<file path="src/common/uart_ctl_pkg.sv">
// constants for the serial status and control block
package uart_ctl_pkg;
    // register indices (word addresses on the plain port)
    localparam logic [3:0] ADDR_CTRL = 4'h0;
    localparam logic [3:0] ADDR_TXDATA = 4'h1;
    localparam logic [3:0] ADDR_RXDATA = 4'h2;
    localparam logic [3:0] ADDR_IRQ_STAT = 4'h3;
    localparam logic [3:0] ADDR_IRQ_MASK = 4'h4;
    // control register field positions
    localparam int BIT_TXSEL_HI = 15;
    localparam int BIT_TXINV = 14;
    localparam int BIT_TXSEL_LO = 13;
    localparam int BIT_BRK = 11;
    localparam int BIT_TXEN = 10;
    localparam int BIT_TXBF = 9;
    localparam int BIT_TX_SHIFT_EMPTY_FLAG = 8;
    localparam int BIT_RXSEL_HI = 7;
    localparam int BIT_RXSEL_LO = 6;
    localparam int BIT_RXDA = 0;
    localparam logic [15:0] CTRL_RESET = 16'h0000;
    // interrupt status bit positions
    localparam int IRQ_TX = 0;
    localparam int IRQ_RX = 1;
    // transmit interrupt selection codes
    localparam logic [1:0] TXSEL_EACH = 2'h0;
    localparam logic [1:0] TXSEL_DONE = 2'h1;
    localparam logic [1:0] TXSEL_EMPTY = 2'h2;
    // receive interrupt selection codes
    localparam logic [1:0] RXSEL_FULL = 2'h3;
    localparam logic [1:0] RXSEL_3Q = 2'h2;
    // frame shape
    localparam logic [3:0] DATA_BITS = 4'h8;
    localparam logic [3:0] BREAK_BITS = 4'hc;
    localparam logic [2:0] RX_DEPTH = 3'h4;
    localparam logic [2:0] RX_3Q = 3'h3;
    // bit time: 16 clocks per bit at 25 MHz
    localparam int CLK_HZ = 25_000_000;
    localparam int BAUD = 1_562_500;
    localparam logic [7:0] BIT_CYC = 8'(CLK_HZ / BAUD);
    localparam logic [7:0] HALF_CYC = 8'(CLK_HZ / BAUD / 2);
    typedef enum logic [1:0] {
        TX_IDLE = 2'b00,
        TX_START = 2'b01,
        TX_DATA = 2'b11,
        TX_STOP = 2'b10
    } tx_state_t;
endpackage

</file>
<file path="src/logic/uart_ctl.sv">
// serial port status/control with tx shifter and 4-deep rx buffer
//
// Decided for this implementation: the address-and-strobe port and the placing of the registers.
`timescale 1ns/1ns

// Functional notes
// - tx irq select: 10 buffer empties, 01 last char shifted, 00 each transfer.
// - break request sends start, twelve zero bits, then stop on next transmission.
// - hardware clears break request when the break frame has finished.
// - transmit enable high lets the port drive the transmit pin.
// - clearing transmit enable aborts transmission, resets buffer, releases pin.
// - buffer full flag reads one when no more character fits.
// - shift empty flag is one only when shifter and buffer are empty.
// - rx select 11 interrupts when a transfer fills buffer to four.
// - rx select 10 interrupts when a transfer leaves three characters.
// - rx select 0x interrupts on every character moved into the buffer.
module uart_ctl (
    // clock, reset, enable
    input wire logic clk_sys,
    input wire logic rst_b,
    input wire logic clk_en,
    // register port
    input wire logic [3:0] reg_addr,
    input wire logic [15:0] reg_wdata,
    input wire logic reg_wr,
    input wire logic reg_rd,
    output logic [15:0] reg_rdata,
    // serial lines
    input wire logic serial_rx_pin,
    output logic serial_tx_pin,
    output logic serial_tx_oe_b,
    // interrupt
    output logic irq
);
    // control bits
    logic [1:0] txsel_r;
    logic txinv_r, brk_r, txen_r;
    logic [1:0] rxsel_r;
    logic [1:0] irq_stat_r, irq_mask_r;
    // transmit path: one holding word plus shifter
    logic [7:0] thr_r, tsr_r;
    logic thr_full_r, brk_frame_r;
    uart_ctl_pkg::tx_state_t tx_st_r;
    logic [7:0] tx_cnt_r;
    logic [3:0] tx_bit_r;
    logic tx_line_r;
    // receive path
    logic [7:0] rx_mem [0:3];
    logic [1:0] rx_wp_r, rx_rp_r;
    logic [2:0] rx_lvl_r;
    logic rx_busy_r;
    logic [7:0] rx_cnt_r, rx_sh_r;
    logic [3:0] rx_bit_r;
    logic [15:0] rdata_r;
    logic tx_pin_r, tx_oe_b_r, irq_r;

    // address decode
    wire wr_ctrl = reg_wr && reg_addr == uart_ctl_pkg::ADDR_CTRL;
    wire wr_tx = reg_wr && reg_addr == uart_ctl_pkg::ADDR_TXDATA;
    wire rd_rx = reg_rd && reg_addr == uart_ctl_pkg::ADDR_RXDATA && rx_lvl_r != 3'h0;
    wire wr_stat = reg_wr && reg_addr == uart_ctl_pkg::ADDR_IRQ_STAT;
    wire wr_mask = reg_wr && reg_addr == uart_ctl_pkg::ADDR_IRQ_MASK;
    wire txen_nxt = wr_ctrl ? reg_wdata[uart_ctl_pkg::BIT_TXEN] : txen_r;

    // transmit events
    wire tick_tx = tx_cnt_r == uart_ctl_pkg::BIT_CYC - 8'h01;
    wire load_tsr = txen_r && tx_st_r == uart_ctl_pkg::TX_IDLE && (thr_full_r || brk_r);
    wire stop_done = tx_st_r == uart_ctl_pkg::TX_STOP && tick_tx;
    wire tx_shift_empty = !thr_full_r && tx_st_r == uart_ctl_pkg::TX_IDLE;
    wire brk_done = stop_done && brk_frame_r;
    wire frame_bits_done = tx_bit_r == (brk_frame_r ? uart_ctl_pkg::BREAK_BITS : uart_ctl_pkg::DATA_BITS) - 4'h1;

    // transmit interrupt selection
    wire load_data = load_tsr && !brk_r;
    wire tx_ev = (txsel_r == uart_ctl_pkg::TXSEL_EACH && load_data)
        || (txsel_r == uart_ctl_pkg::TXSEL_EMPTY && load_data)
        || (txsel_r == uart_ctl_pkg::TXSEL_DONE && stop_done && !thr_full_r);

    // receive events: start bit detected, sampled mid-bit
    wire tick_rx = rx_cnt_r == uart_ctl_pkg::BIT_CYC - 8'h01;
    wire rx_push = rx_busy_r && tick_rx && rx_bit_r == 4'h9 && serial_rx_pin && rx_lvl_r != uart_ctl_pkg::RX_DEPTH;
    wire [2:0] lvl_after = rx_lvl_r + 3'h1;
    wire rx_ev = rx_push && (rxsel_r == uart_ctl_pkg::RXSEL_FULL ? lvl_after == uart_ctl_pkg::RX_DEPTH
        : rxsel_r == uart_ctl_pkg::RXSEL_3Q ? lvl_after == uart_ctl_pkg::RX_3Q
        : 1'b1);

    // read mux
    wire [15:0] ctrl_view = {txsel_r[1], txinv_r, txsel_r[0], 1'b0, brk_r, txen_r, thr_full_r, tx_shift_empty,
        rxsel_r, 5'h00, rx_lvl_r != 3'h0};
    wire [15:0] rdata_nxt = reg_addr == uart_ctl_pkg::ADDR_CTRL ? ctrl_view
        : reg_addr == uart_ctl_pkg::ADDR_RXDATA ? {8'h00, rx_mem[rx_rp_r]}
        : reg_addr == uart_ctl_pkg::ADDR_IRQ_STAT ? {14'h0000, irq_stat_r}
        : reg_addr == uart_ctl_pkg::ADDR_IRQ_MASK ? {14'h0000, irq_mask_r} : 16'h0000;
    wire [1:0] stat_nxt = (irq_stat_r & ~(wr_stat ? reg_wdata[1:0] : 2'h0)) | {rx_ev, tx_ev};
    wire line_nxt = (txinv_r ? ~tx_line_r : tx_line_r);

    // control register writes; break bit self-clears
    always_ff @(posedge clk_sys or negedge rst_b) begin
        if (!rst_b) begin
            {txsel_r, txinv_r, brk_r, txen_r, rxsel_r} <= 7'h00;
        end else if (clk_en) begin
            if (wr_ctrl) begin
                txsel_r <= {reg_wdata[uart_ctl_pkg::BIT_TXSEL_HI], reg_wdata[uart_ctl_pkg::BIT_TXSEL_LO]};
                txinv_r <= reg_wdata[uart_ctl_pkg::BIT_TXINV];
                txen_r <= reg_wdata[uart_ctl_pkg::BIT_TXEN];
                rxsel_r <= reg_wdata[uart_ctl_pkg::BIT_RXSEL_HI:uart_ctl_pkg::BIT_RXSEL_LO];
            end
            if (wr_ctrl && reg_wdata[uart_ctl_pkg::BIT_BRK] && reg_wdata[uart_ctl_pkg::BIT_TXEN]) begin
                brk_r <= 1'b1;
            end else if (brk_done || !txen_nxt) begin
                brk_r <= 1'b0;
            end
        end
    end

    // holding register: abort on disable
    always_ff @(posedge clk_sys or negedge rst_b) begin
        if (!rst_b) begin
            thr_full_r <= 1'b0;
            thr_r <= 8'h00;
        end else if (clk_en) begin
            if (!txen_nxt) begin
                thr_full_r <= 1'b0;
            end else if (wr_tx && !thr_full_r) begin
                thr_full_r <= 1'b1;
                thr_r <= reg_wdata[7:0];
            end else if (load_data) begin
                thr_full_r <= 1'b0;
            end
        end
    end

    // transmit shifter
    always_ff @(posedge clk_sys or negedge rst_b) begin
        if (!rst_b) begin
            tx_st_r <= uart_ctl_pkg::TX_IDLE;
            tx_cnt_r <= 8'h00;
            tx_bit_r <= 4'h0;
            tsr_r <= 8'h00;
            brk_frame_r <= 1'b0;
            tx_line_r <= 1'b1;
        end else if (clk_en) begin
            tx_cnt_r <= (tick_tx || tx_st_r == uart_ctl_pkg::TX_IDLE) ? 8'h00 : tx_cnt_r + 8'h01;
            if (!txen_nxt) begin
                tx_st_r <= uart_ctl_pkg::TX_IDLE;
                tx_line_r <= 1'b1;
            end else begin
                unique case (tx_st_r)
                    uart_ctl_pkg::TX_IDLE: if (load_tsr) begin
                        brk_frame_r <= brk_r;
                        tsr_r <= brk_r ? 8'h00 : thr_r;
                        tx_line_r <= 1'b0;
                        tx_st_r <= uart_ctl_pkg::TX_START;
                    end
                    uart_ctl_pkg::TX_START: if (tick_tx) begin
                        tx_bit_r <= 4'h0;
                        tx_line_r <= brk_frame_r ? 1'b0 : tsr_r[0];
                        tx_st_r <= uart_ctl_pkg::TX_DATA;
                    end
                    uart_ctl_pkg::TX_DATA: if (tick_tx) begin
                        if (frame_bits_done) begin
                            tx_line_r <= 1'b1;
                            tx_st_r <= uart_ctl_pkg::TX_STOP;
                        end else begin
                            tx_bit_r <= tx_bit_r + 4'h1;
                            tsr_r <= {1'b0, tsr_r[7:1]};
                            tx_line_r <= brk_frame_r ? 1'b0 : tsr_r[1];
                        end
                    end
                    uart_ctl_pkg::TX_STOP: if (tick_tx) begin
                        tx_st_r <= uart_ctl_pkg::TX_IDLE;
                    end
                endcase
            end
        end
    end

    // receiver: 8N1, start validated at half bit
    always_ff @(posedge clk_sys or negedge rst_b) begin
        if (!rst_b) begin
            rx_busy_r <= 1'b0;
            rx_cnt_r <= 8'h00;
            rx_bit_r <= 4'h0;
            rx_sh_r <= 8'h00;
        end else if (clk_en) begin
            if (!rx_busy_r) begin
                rx_busy_r <= !serial_rx_pin;
                rx_cnt_r <= uart_ctl_pkg::HALF_CYC;
                rx_bit_r <= 4'h0;
            end else begin
                rx_cnt_r <= tick_rx ? 8'h00 : rx_cnt_r + 8'h01;
                if (tick_rx) begin
                    rx_bit_r <= rx_bit_r + 4'h1;
                    if (rx_bit_r == 4'h0 && serial_rx_pin) begin
                        rx_busy_r <= 1'b0; // false start glitch
                    end else if (rx_bit_r == 4'h9) begin
                        rx_busy_r <= 1'b0;
                    end else if (rx_bit_r != 4'h0) begin
                        rx_sh_r <= {serial_rx_pin, rx_sh_r[7:1]};
                    end
                end
            end
        end
    end

    // receive buffer, four characters; overflow drops the new one
    always_ff @(posedge clk_sys or negedge rst_b) begin
        if (!rst_b) begin
            rx_wp_r <= 2'h0;
            rx_rp_r <= 2'h0;
            rx_lvl_r <= 3'h0;
        end else if (clk_en) begin
            if (rx_push) begin
                rx_wp_r <= rx_wp_r + 2'h1;
            end
            if (rd_rx) begin
                rx_rp_r <= rx_rp_r + 2'h1;
            end
            rx_lvl_r <= rx_lvl_r + {2'h0, rx_push} - {2'h0, rd_rx};
        end
    end

    // buffer storage has no reset; level guards reads
    always_ff @(posedge clk_sys) begin
        if (clk_en && rx_push) begin
            rx_mem[rx_wp_r] <= rx_sh_r;
        end
    end

    // interrupt status/mask and registered outputs; set beats clear
    always_ff @(posedge clk_sys or negedge rst_b) begin
        if (!rst_b) begin
            irq_stat_r <= 2'h0;
            irq_mask_r <= 2'h0;
            rdata_r <= 16'h0000;
            tx_pin_r <= 1'b1;
            tx_oe_b_r <= 1'b1;
            irq_r <= 1'b0;
        end else if (clk_en) begin
            irq_stat_r <= stat_nxt;
            if (wr_mask) begin
                irq_mask_r <= reg_wdata[1:0];
            end
            rdata_r <= reg_rd ? rdata_nxt : 16'h0000;
            tx_pin_r <= line_nxt;
            tx_oe_b_r <= !txen_r;
            irq_r <= |(stat_nxt & (wr_mask ? reg_wdata[1:0] : irq_mask_r));
        end
    end

    assign reg_rdata = rdata_r;
    assign serial_tx_pin = tx_pin_r;
    assign serial_tx_oe_b = tx_oe_b_r;
    assign irq = irq_r;

    // checks
    property p_brk_clear;
        @(posedge clk_sys) disable iff (!rst_b) clk_en && brk_done && !wr_ctrl |=> !brk_r;
    endproperty
    a_brk_clear: assert property (p_brk_clear) else $error("break bit not cleared");
    property p_abort;
        @(posedge clk_sys) disable iff (!rst_b) clk_en && wr_ctrl && !reg_wdata[uart_ctl_pkg::BIT_TXEN]
        |=> !thr_full_r && tx_st_r == uart_ctl_pkg::TX_IDLE;
    endproperty
    a_abort: assert property (p_abort) else $error("disable did not abort");
    property p_oe;
        @(posedge clk_sys) disable iff (!rst_b) clk_en |=> serial_tx_oe_b == !$past(txen_r);
    endproperty
    a_oe: assert property (p_oe) else $error("tx drive mismatch");
    property p_full_wr;
        @(posedge clk_sys) disable iff (!rst_b) clk_en && wr_tx && txen_r && !wr_ctrl |=> thr_full_r;
    endproperty
    a_full_wr: assert property (p_full_wr) else $error("full flag not set");
    property p_tx_shift_empty_flag;
        @(posedge clk_sys) disable iff (!rst_b) clk_en && reg_rd && reg_addr == uart_ctl_pkg::ADDR_CTRL
        |=> reg_rdata[uart_ctl_pkg::BIT_TX_SHIFT_EMPTY_FLAG] == ($past(tx_st_r) == uart_ctl_pkg::TX_IDLE && !$past(thr_full_r));
    endproperty
    a_tx_shift_empty_flag: assert property (p_tx_shift_empty_flag) else $error("shift empty wrong");
    property p_rx_full;
        @(posedge clk_sys) disable iff (!rst_b) clk_en && rx_push && rxsel_r == uart_ctl_pkg::RXSEL_FULL
        && rx_lvl_r == 3'h3 |=> irq_stat_r[uart_ctl_pkg::IRQ_RX];
    endproperty
    a_rx_full: assert property (p_rx_full) else $error("full rx irq missed");
    property p_rx_3q;
        @(posedge clk_sys) disable iff (!rst_b) clk_en && rx_push && rxsel_r == uart_ctl_pkg::RXSEL_3Q
        && rx_lvl_r == 3'h2 |=> irq_stat_r[uart_ctl_pkg::IRQ_RX];
    endproperty
    a_rx_3q: assert property (p_rx_3q) else $error("3/4 rx irq wrong");
    property p_rx_any;
        @(posedge clk_sys) disable iff (!rst_b) clk_en && rx_push && !rxsel_r[1] |=> irq_stat_r[1];
    endproperty
    a_rx_any: assert property (p_rx_any) else $error("rx irq missed");
    property p_brk_line;
        @(posedge clk_sys) disable iff (!rst_b) tx_st_r == uart_ctl_pkg::TX_DATA && brk_frame_r |-> !tx_line_r;
    endproperty
    a_brk_line: assert property (p_brk_line) else $error("break bit not zero");
    property p_inv;
        @(posedge clk_sys) disable iff (!rst_b) clk_en |=> serial_tx_pin == ($past(txinv_r) ^ $past(tx_line_r));
    endproperty
    a_inv: assert property (p_inv) else $error("polarity wrong");
    c_tx_done: cover property (@(posedge clk_sys) disable iff (!rst_b) stop_done && txsel_r == 2'h1);
    c_brk: cover property (@(posedge clk_sys) disable iff (!rst_b) brk_done);
    c_rx_full: cover property (@(posedge clk_sys) disable iff (!rst_b) rx_lvl_r == 3'h4);
endmodule

</file>
<file path="config.mk">
export PLATFORM = sky130hd
export DESIGN_NAME = uart_ctl
export DESIGN_NICKNAME = d
export VERILOG_FILES = /design/src/common/uart_ctl_pkg.sv /design/src/logic/uart_ctl.sv
export SDC_FILE = /design/constraint.sdc
export NUM_CORES = 1
export LEC_CHECK = 0
export ABC_AREA = 0
export BUFFER_PORTS_ARGS = -buffer_cell sky130_fd_sc_hd__clkbuf_2
export CAP_MARGIN = 20
export CELL_PAD_IN_SITES_DETAIL_PLACEMENT = 1
export CELL_PAD_IN_SITES_GLOBAL_PLACEMENT = 1
export CORE_ASPECT_RATIO = 0.9
export CORE_MARGIN = 2
export CORE_UTILIZATION = 50
export DETAILED_ROUTE_END_ITERATION = 6
export PLACE_DENSITY_LB_ADDON = 0.1
export SLEW_MARGIN = 20
export SYNTH_ARGS = -nofsm -noshare
export SYNTH_HDL_FRONTEND = slang
export SYNTH_SLANG_ARGS = --single-unit
</file>
<file path="constraint.sdc">
create_clock -name clk_sys -period 6.05 [get_ports clk_sys]
set_input_delay 0 -clock clk_sys [delete_from_list [all_inputs] [get_ports clk_sys]]
set_output_delay 0 -clock clk_sys [all_outputs]
set_load 0.02 [all_outputs]
</file>
==> results.toml <==
[status]
status = "completed"

[layout]
instances_no_fill = 681
final_cell_mix = "dfrtp_1 (87), clkbuf_2 (39), edfxtp_1 (32), nor2_1 (27), nand2_1 (26)"
final_nets = 555
diodes = 0
multi_input_comb_area_um2 = 2310
utilization_pct = 62.2
seqCellArea_um2 = 3220
fillers = 1121
syn_to_final_growth_pct = 19.7
drive_above_1_share_pct = 23.4
layout_commonest_cell = "dfrtp_1"

[synthesis]
ys_seq_area_share_pct = 56.5
avgSynthCellArea_um2 = 12.5
synth_cells = 455
syn-num-nets = 494
synthDistinctLibCells = 65
synth_top_area_share_pct = 38.3
synth_seq_cells = 122
synth_edf_count = 32
yosysWarnings = 0
ys_top_cells_by_area = "dfrtp_1 (38%), edfxtp_1 (17%), mux2_2 (3.6%), mux4_2 (3.2%), ha_1 (2.6%)"
synth_async_sr_flop_share_pct = 73.8
netlist_area_um2 = 5690
synth_top_flop_cell = "dfrtp_1"
yosys.area.top_type = "dfrtp_1"

[power_and_ir_drop]
p_leak_nw = 3.03
peakVddDrop_mv = 0.201
powerDensity_nw_per_um2 = 340

[grt]
grt_pass1_wl_mm = 23.9
antenna_found_initial = 0
grt_pass1_vias = 4356
grt_usage_pct = 26.2
overflow = 0
grt_max_degree = 58

[drt]
wl_mm = 14.7
drt_iter0_markers = 266
drt_first_pass_iters = 4
viasPerCell = 5.85
drc = 0
wl_per_cell_um = 21.6
via_count = 3982
antenna_left = 0

[worst_setup_path]
path_class = "reg -> reg"
r2r_end = "rx_lvl_r[2]$_DFFE_PN0P_"
r2r_start = "rx_cnt_r[0]$_DFFE_PN0P_"
start_kind = "register"
rr_worst_depth = 12
regToRegSetupSlack_ns = 3.42
critPathRequiredTime_ns = 6.34
worst_ep_arrival_time_ns = 2.91
crit_path_max_fanout = 5
worstSetupEndpointType = "register"

[die]
ios = 45
die_area_um2 = 12200
dieHeight_um = 105
coreArea_um2 = 10900
fp.dieW_um = 116
initial_utilization_pct = 52.0
num_rows = 36

[sta]
maxSlewHeadroom_pct = 35.0
setup_tns_ns = 0
drv_slew = 0
whs_ns = 0.0879
skew_ns = 0.0187
period_needed_ns = 2.63
max_slew.worst_pin.slew_ns = 0.968
finalSetupViolCount = 0
fmax_mhz = 381
fin_crit_sh_pct = 43.4
grt_setup_unrepaired = "false"
hold_violations = 0

[cts]
clock_latency_ns = 0.42
cts_root_buf = "clkbuf_16"
cts_resized = 0
h-tree-depth = 4
numCtsBuffers = 17
clock_sinks = 122
ctsLongestPathBuffers = 2
cts_tree = "built"
path_clk_slew_ns = 0.06

[min_path]
hold_class = "in -> async"

[place]
place.gp.congestion = 0.802
post-place-cells = 634
hpwl_mm = 9.08
portBuffers = 40

[job]
drv_cap = 0
synthesized netlist by cell type (3+ instances only):
cell type,number
mux4_2,8
o31ai_1,8
xor2_1,8
nor2b_1,5
mux2_4,8
a21oi_1,16
nor4_1,3
and3_1,7
and2_1,8
o2bb2ai_1,6
inv_1,23
nand4_1,6
nand2_1,26
nor3b_1,9
nor3_1,3
o21ai_0,21
nor2_1,27
mux2i_1,12
a22o_1,16
edfxtp_1,32
xnor2_1,8
ha_1,12
clkbuf_1,11
nand3_1,8
dfrtp_1,87
or2_2,3
dfstp_2,3
mux2_2,18
nand2b_1,4
where the power goes:
part / total, mW / switching, mW / leakage [nW] / internal (mW)
Clock: 1.09 / 0.395 / 0.296 / 0.694
Combinational: 0.236 / 0.132 / 1.27 / 0.104
Sequential: 0.989 / 0.0786 / 1.45 / 0.911
Total: 2.31 / 0.606 / 3.03 / 1.71
per-stage QoR:
step,power [mW],setup slack [ns],area (um^2)
6_report,2.31,3.42,6810
5_1_grt,2.40,3.17,6810
4_1_cts,2.32,3.41,6810
3_5_place_dp,1.22,3.46,6030
3_3_place_gp,1.21,3.52,6030
2_1_floorplan,1.13,3.74,5690
cells by family after synthesis:
logic type | after synthesis | synth area share [%]
multiplexers | 46 | 11.0
AO/OA/AOI/OAI | 91 | 11.6
other | 1 | 0.0659
buffers and inverters | 41 | 2.99
adder cells (fa/ha/maj) | 13 | 2.99
XOR/XNOR | 16 | 2.46
flip-flops | 122 | 56.5
AND/OR/NAND/NOR | 125 | 12.4
state kept, by name, indices dropped and copies added (netlist names), 3 cells and up:
signal,flops
rx_bit_r,4
rx_cnt_r,8
tx_cnt_r,8
rx_mem,32
reg_rdata,15
rx_sh_r,8
tsr_r,8
tx_bit_r,4
rx_lvl_r,3
thr_r,8
final cells by class:
type                            count  share of cell area (%)
Clock inverter                     13                    2.81
Multi-Input combinational cell    292                    33.9
Sequential cell                   122                    47.2
Clock buffer                       19                    6.36
Timing Repair Buffer               59                    5.62
Inverter                           24                    1.32
Tap cell                          152                    2.79
how the worst max path moves through the flow:
stage	slack [ns]	from	end	cells past startpoint
2_1_floorplan	3.74	rx_bit_r[1]$_DFFE_PN0P_	rx_lvl_r[2]$_DFFE_PN0P_	13
3_3_place_gp	3.52	rx_bit_r[1]$_DFFE_PN0P_	rx_lvl_r[2]$_DFFE_PN0P_	13
3_5_place_dp	3.46	rx_bit_r[1]$_DFFE_PN0P_	rx_lvl_r[2]$_DFFE_PN0P_	13
4_1_cts	3.41	rx_bit_r[1]$_DFFE_PN0P_	rx_lvl_r[2]$_DFFE_PN0P_	13
5_1_grt	3.17	rx_bit_r[1]$_DFFE_PN0P_	rx_lvl_r[2]$_DFFE_PN0P_	13
6_report	3.42	rx_cnt_r[0]$_DFFE_PN0P_	rx_lvl_r[2]$_DFFE_PN0P_	12
per-layer routing:
metal / vias to the layer above / GRT usage (%) / wire, um
met5: - / 0 / 0
met1: 2071 / 35.3 / 6340
met4: 0 / 8.93 / 218
met3: 17 / 6.09 / 650
met2: 104 / 41.8 / 7490
li1: 1790 / - / -
what timing repair did:
item / CTS / global route
setup buffers: 0 / 0
hold endpoints to repair: 51 / 0
hold buffers: 15 / 0
setup endpoints to repair: 0 / 0
worst max-delay path, stage by stage (launching register included):
cell	delay (ns)
dfrtp_1	0.39
ha_1	0.21
and3_1	0.24
and2_1	0.25
nand3_1	0.11
ha_1	0.30
inv_1	0.06
ha_1	0.14
inv_1	0.05
fa_1	0.37
xor2_1	0.16
nand2_1	0.09
xnor2_1	0.15
Power figures use the tool's default switching activity.
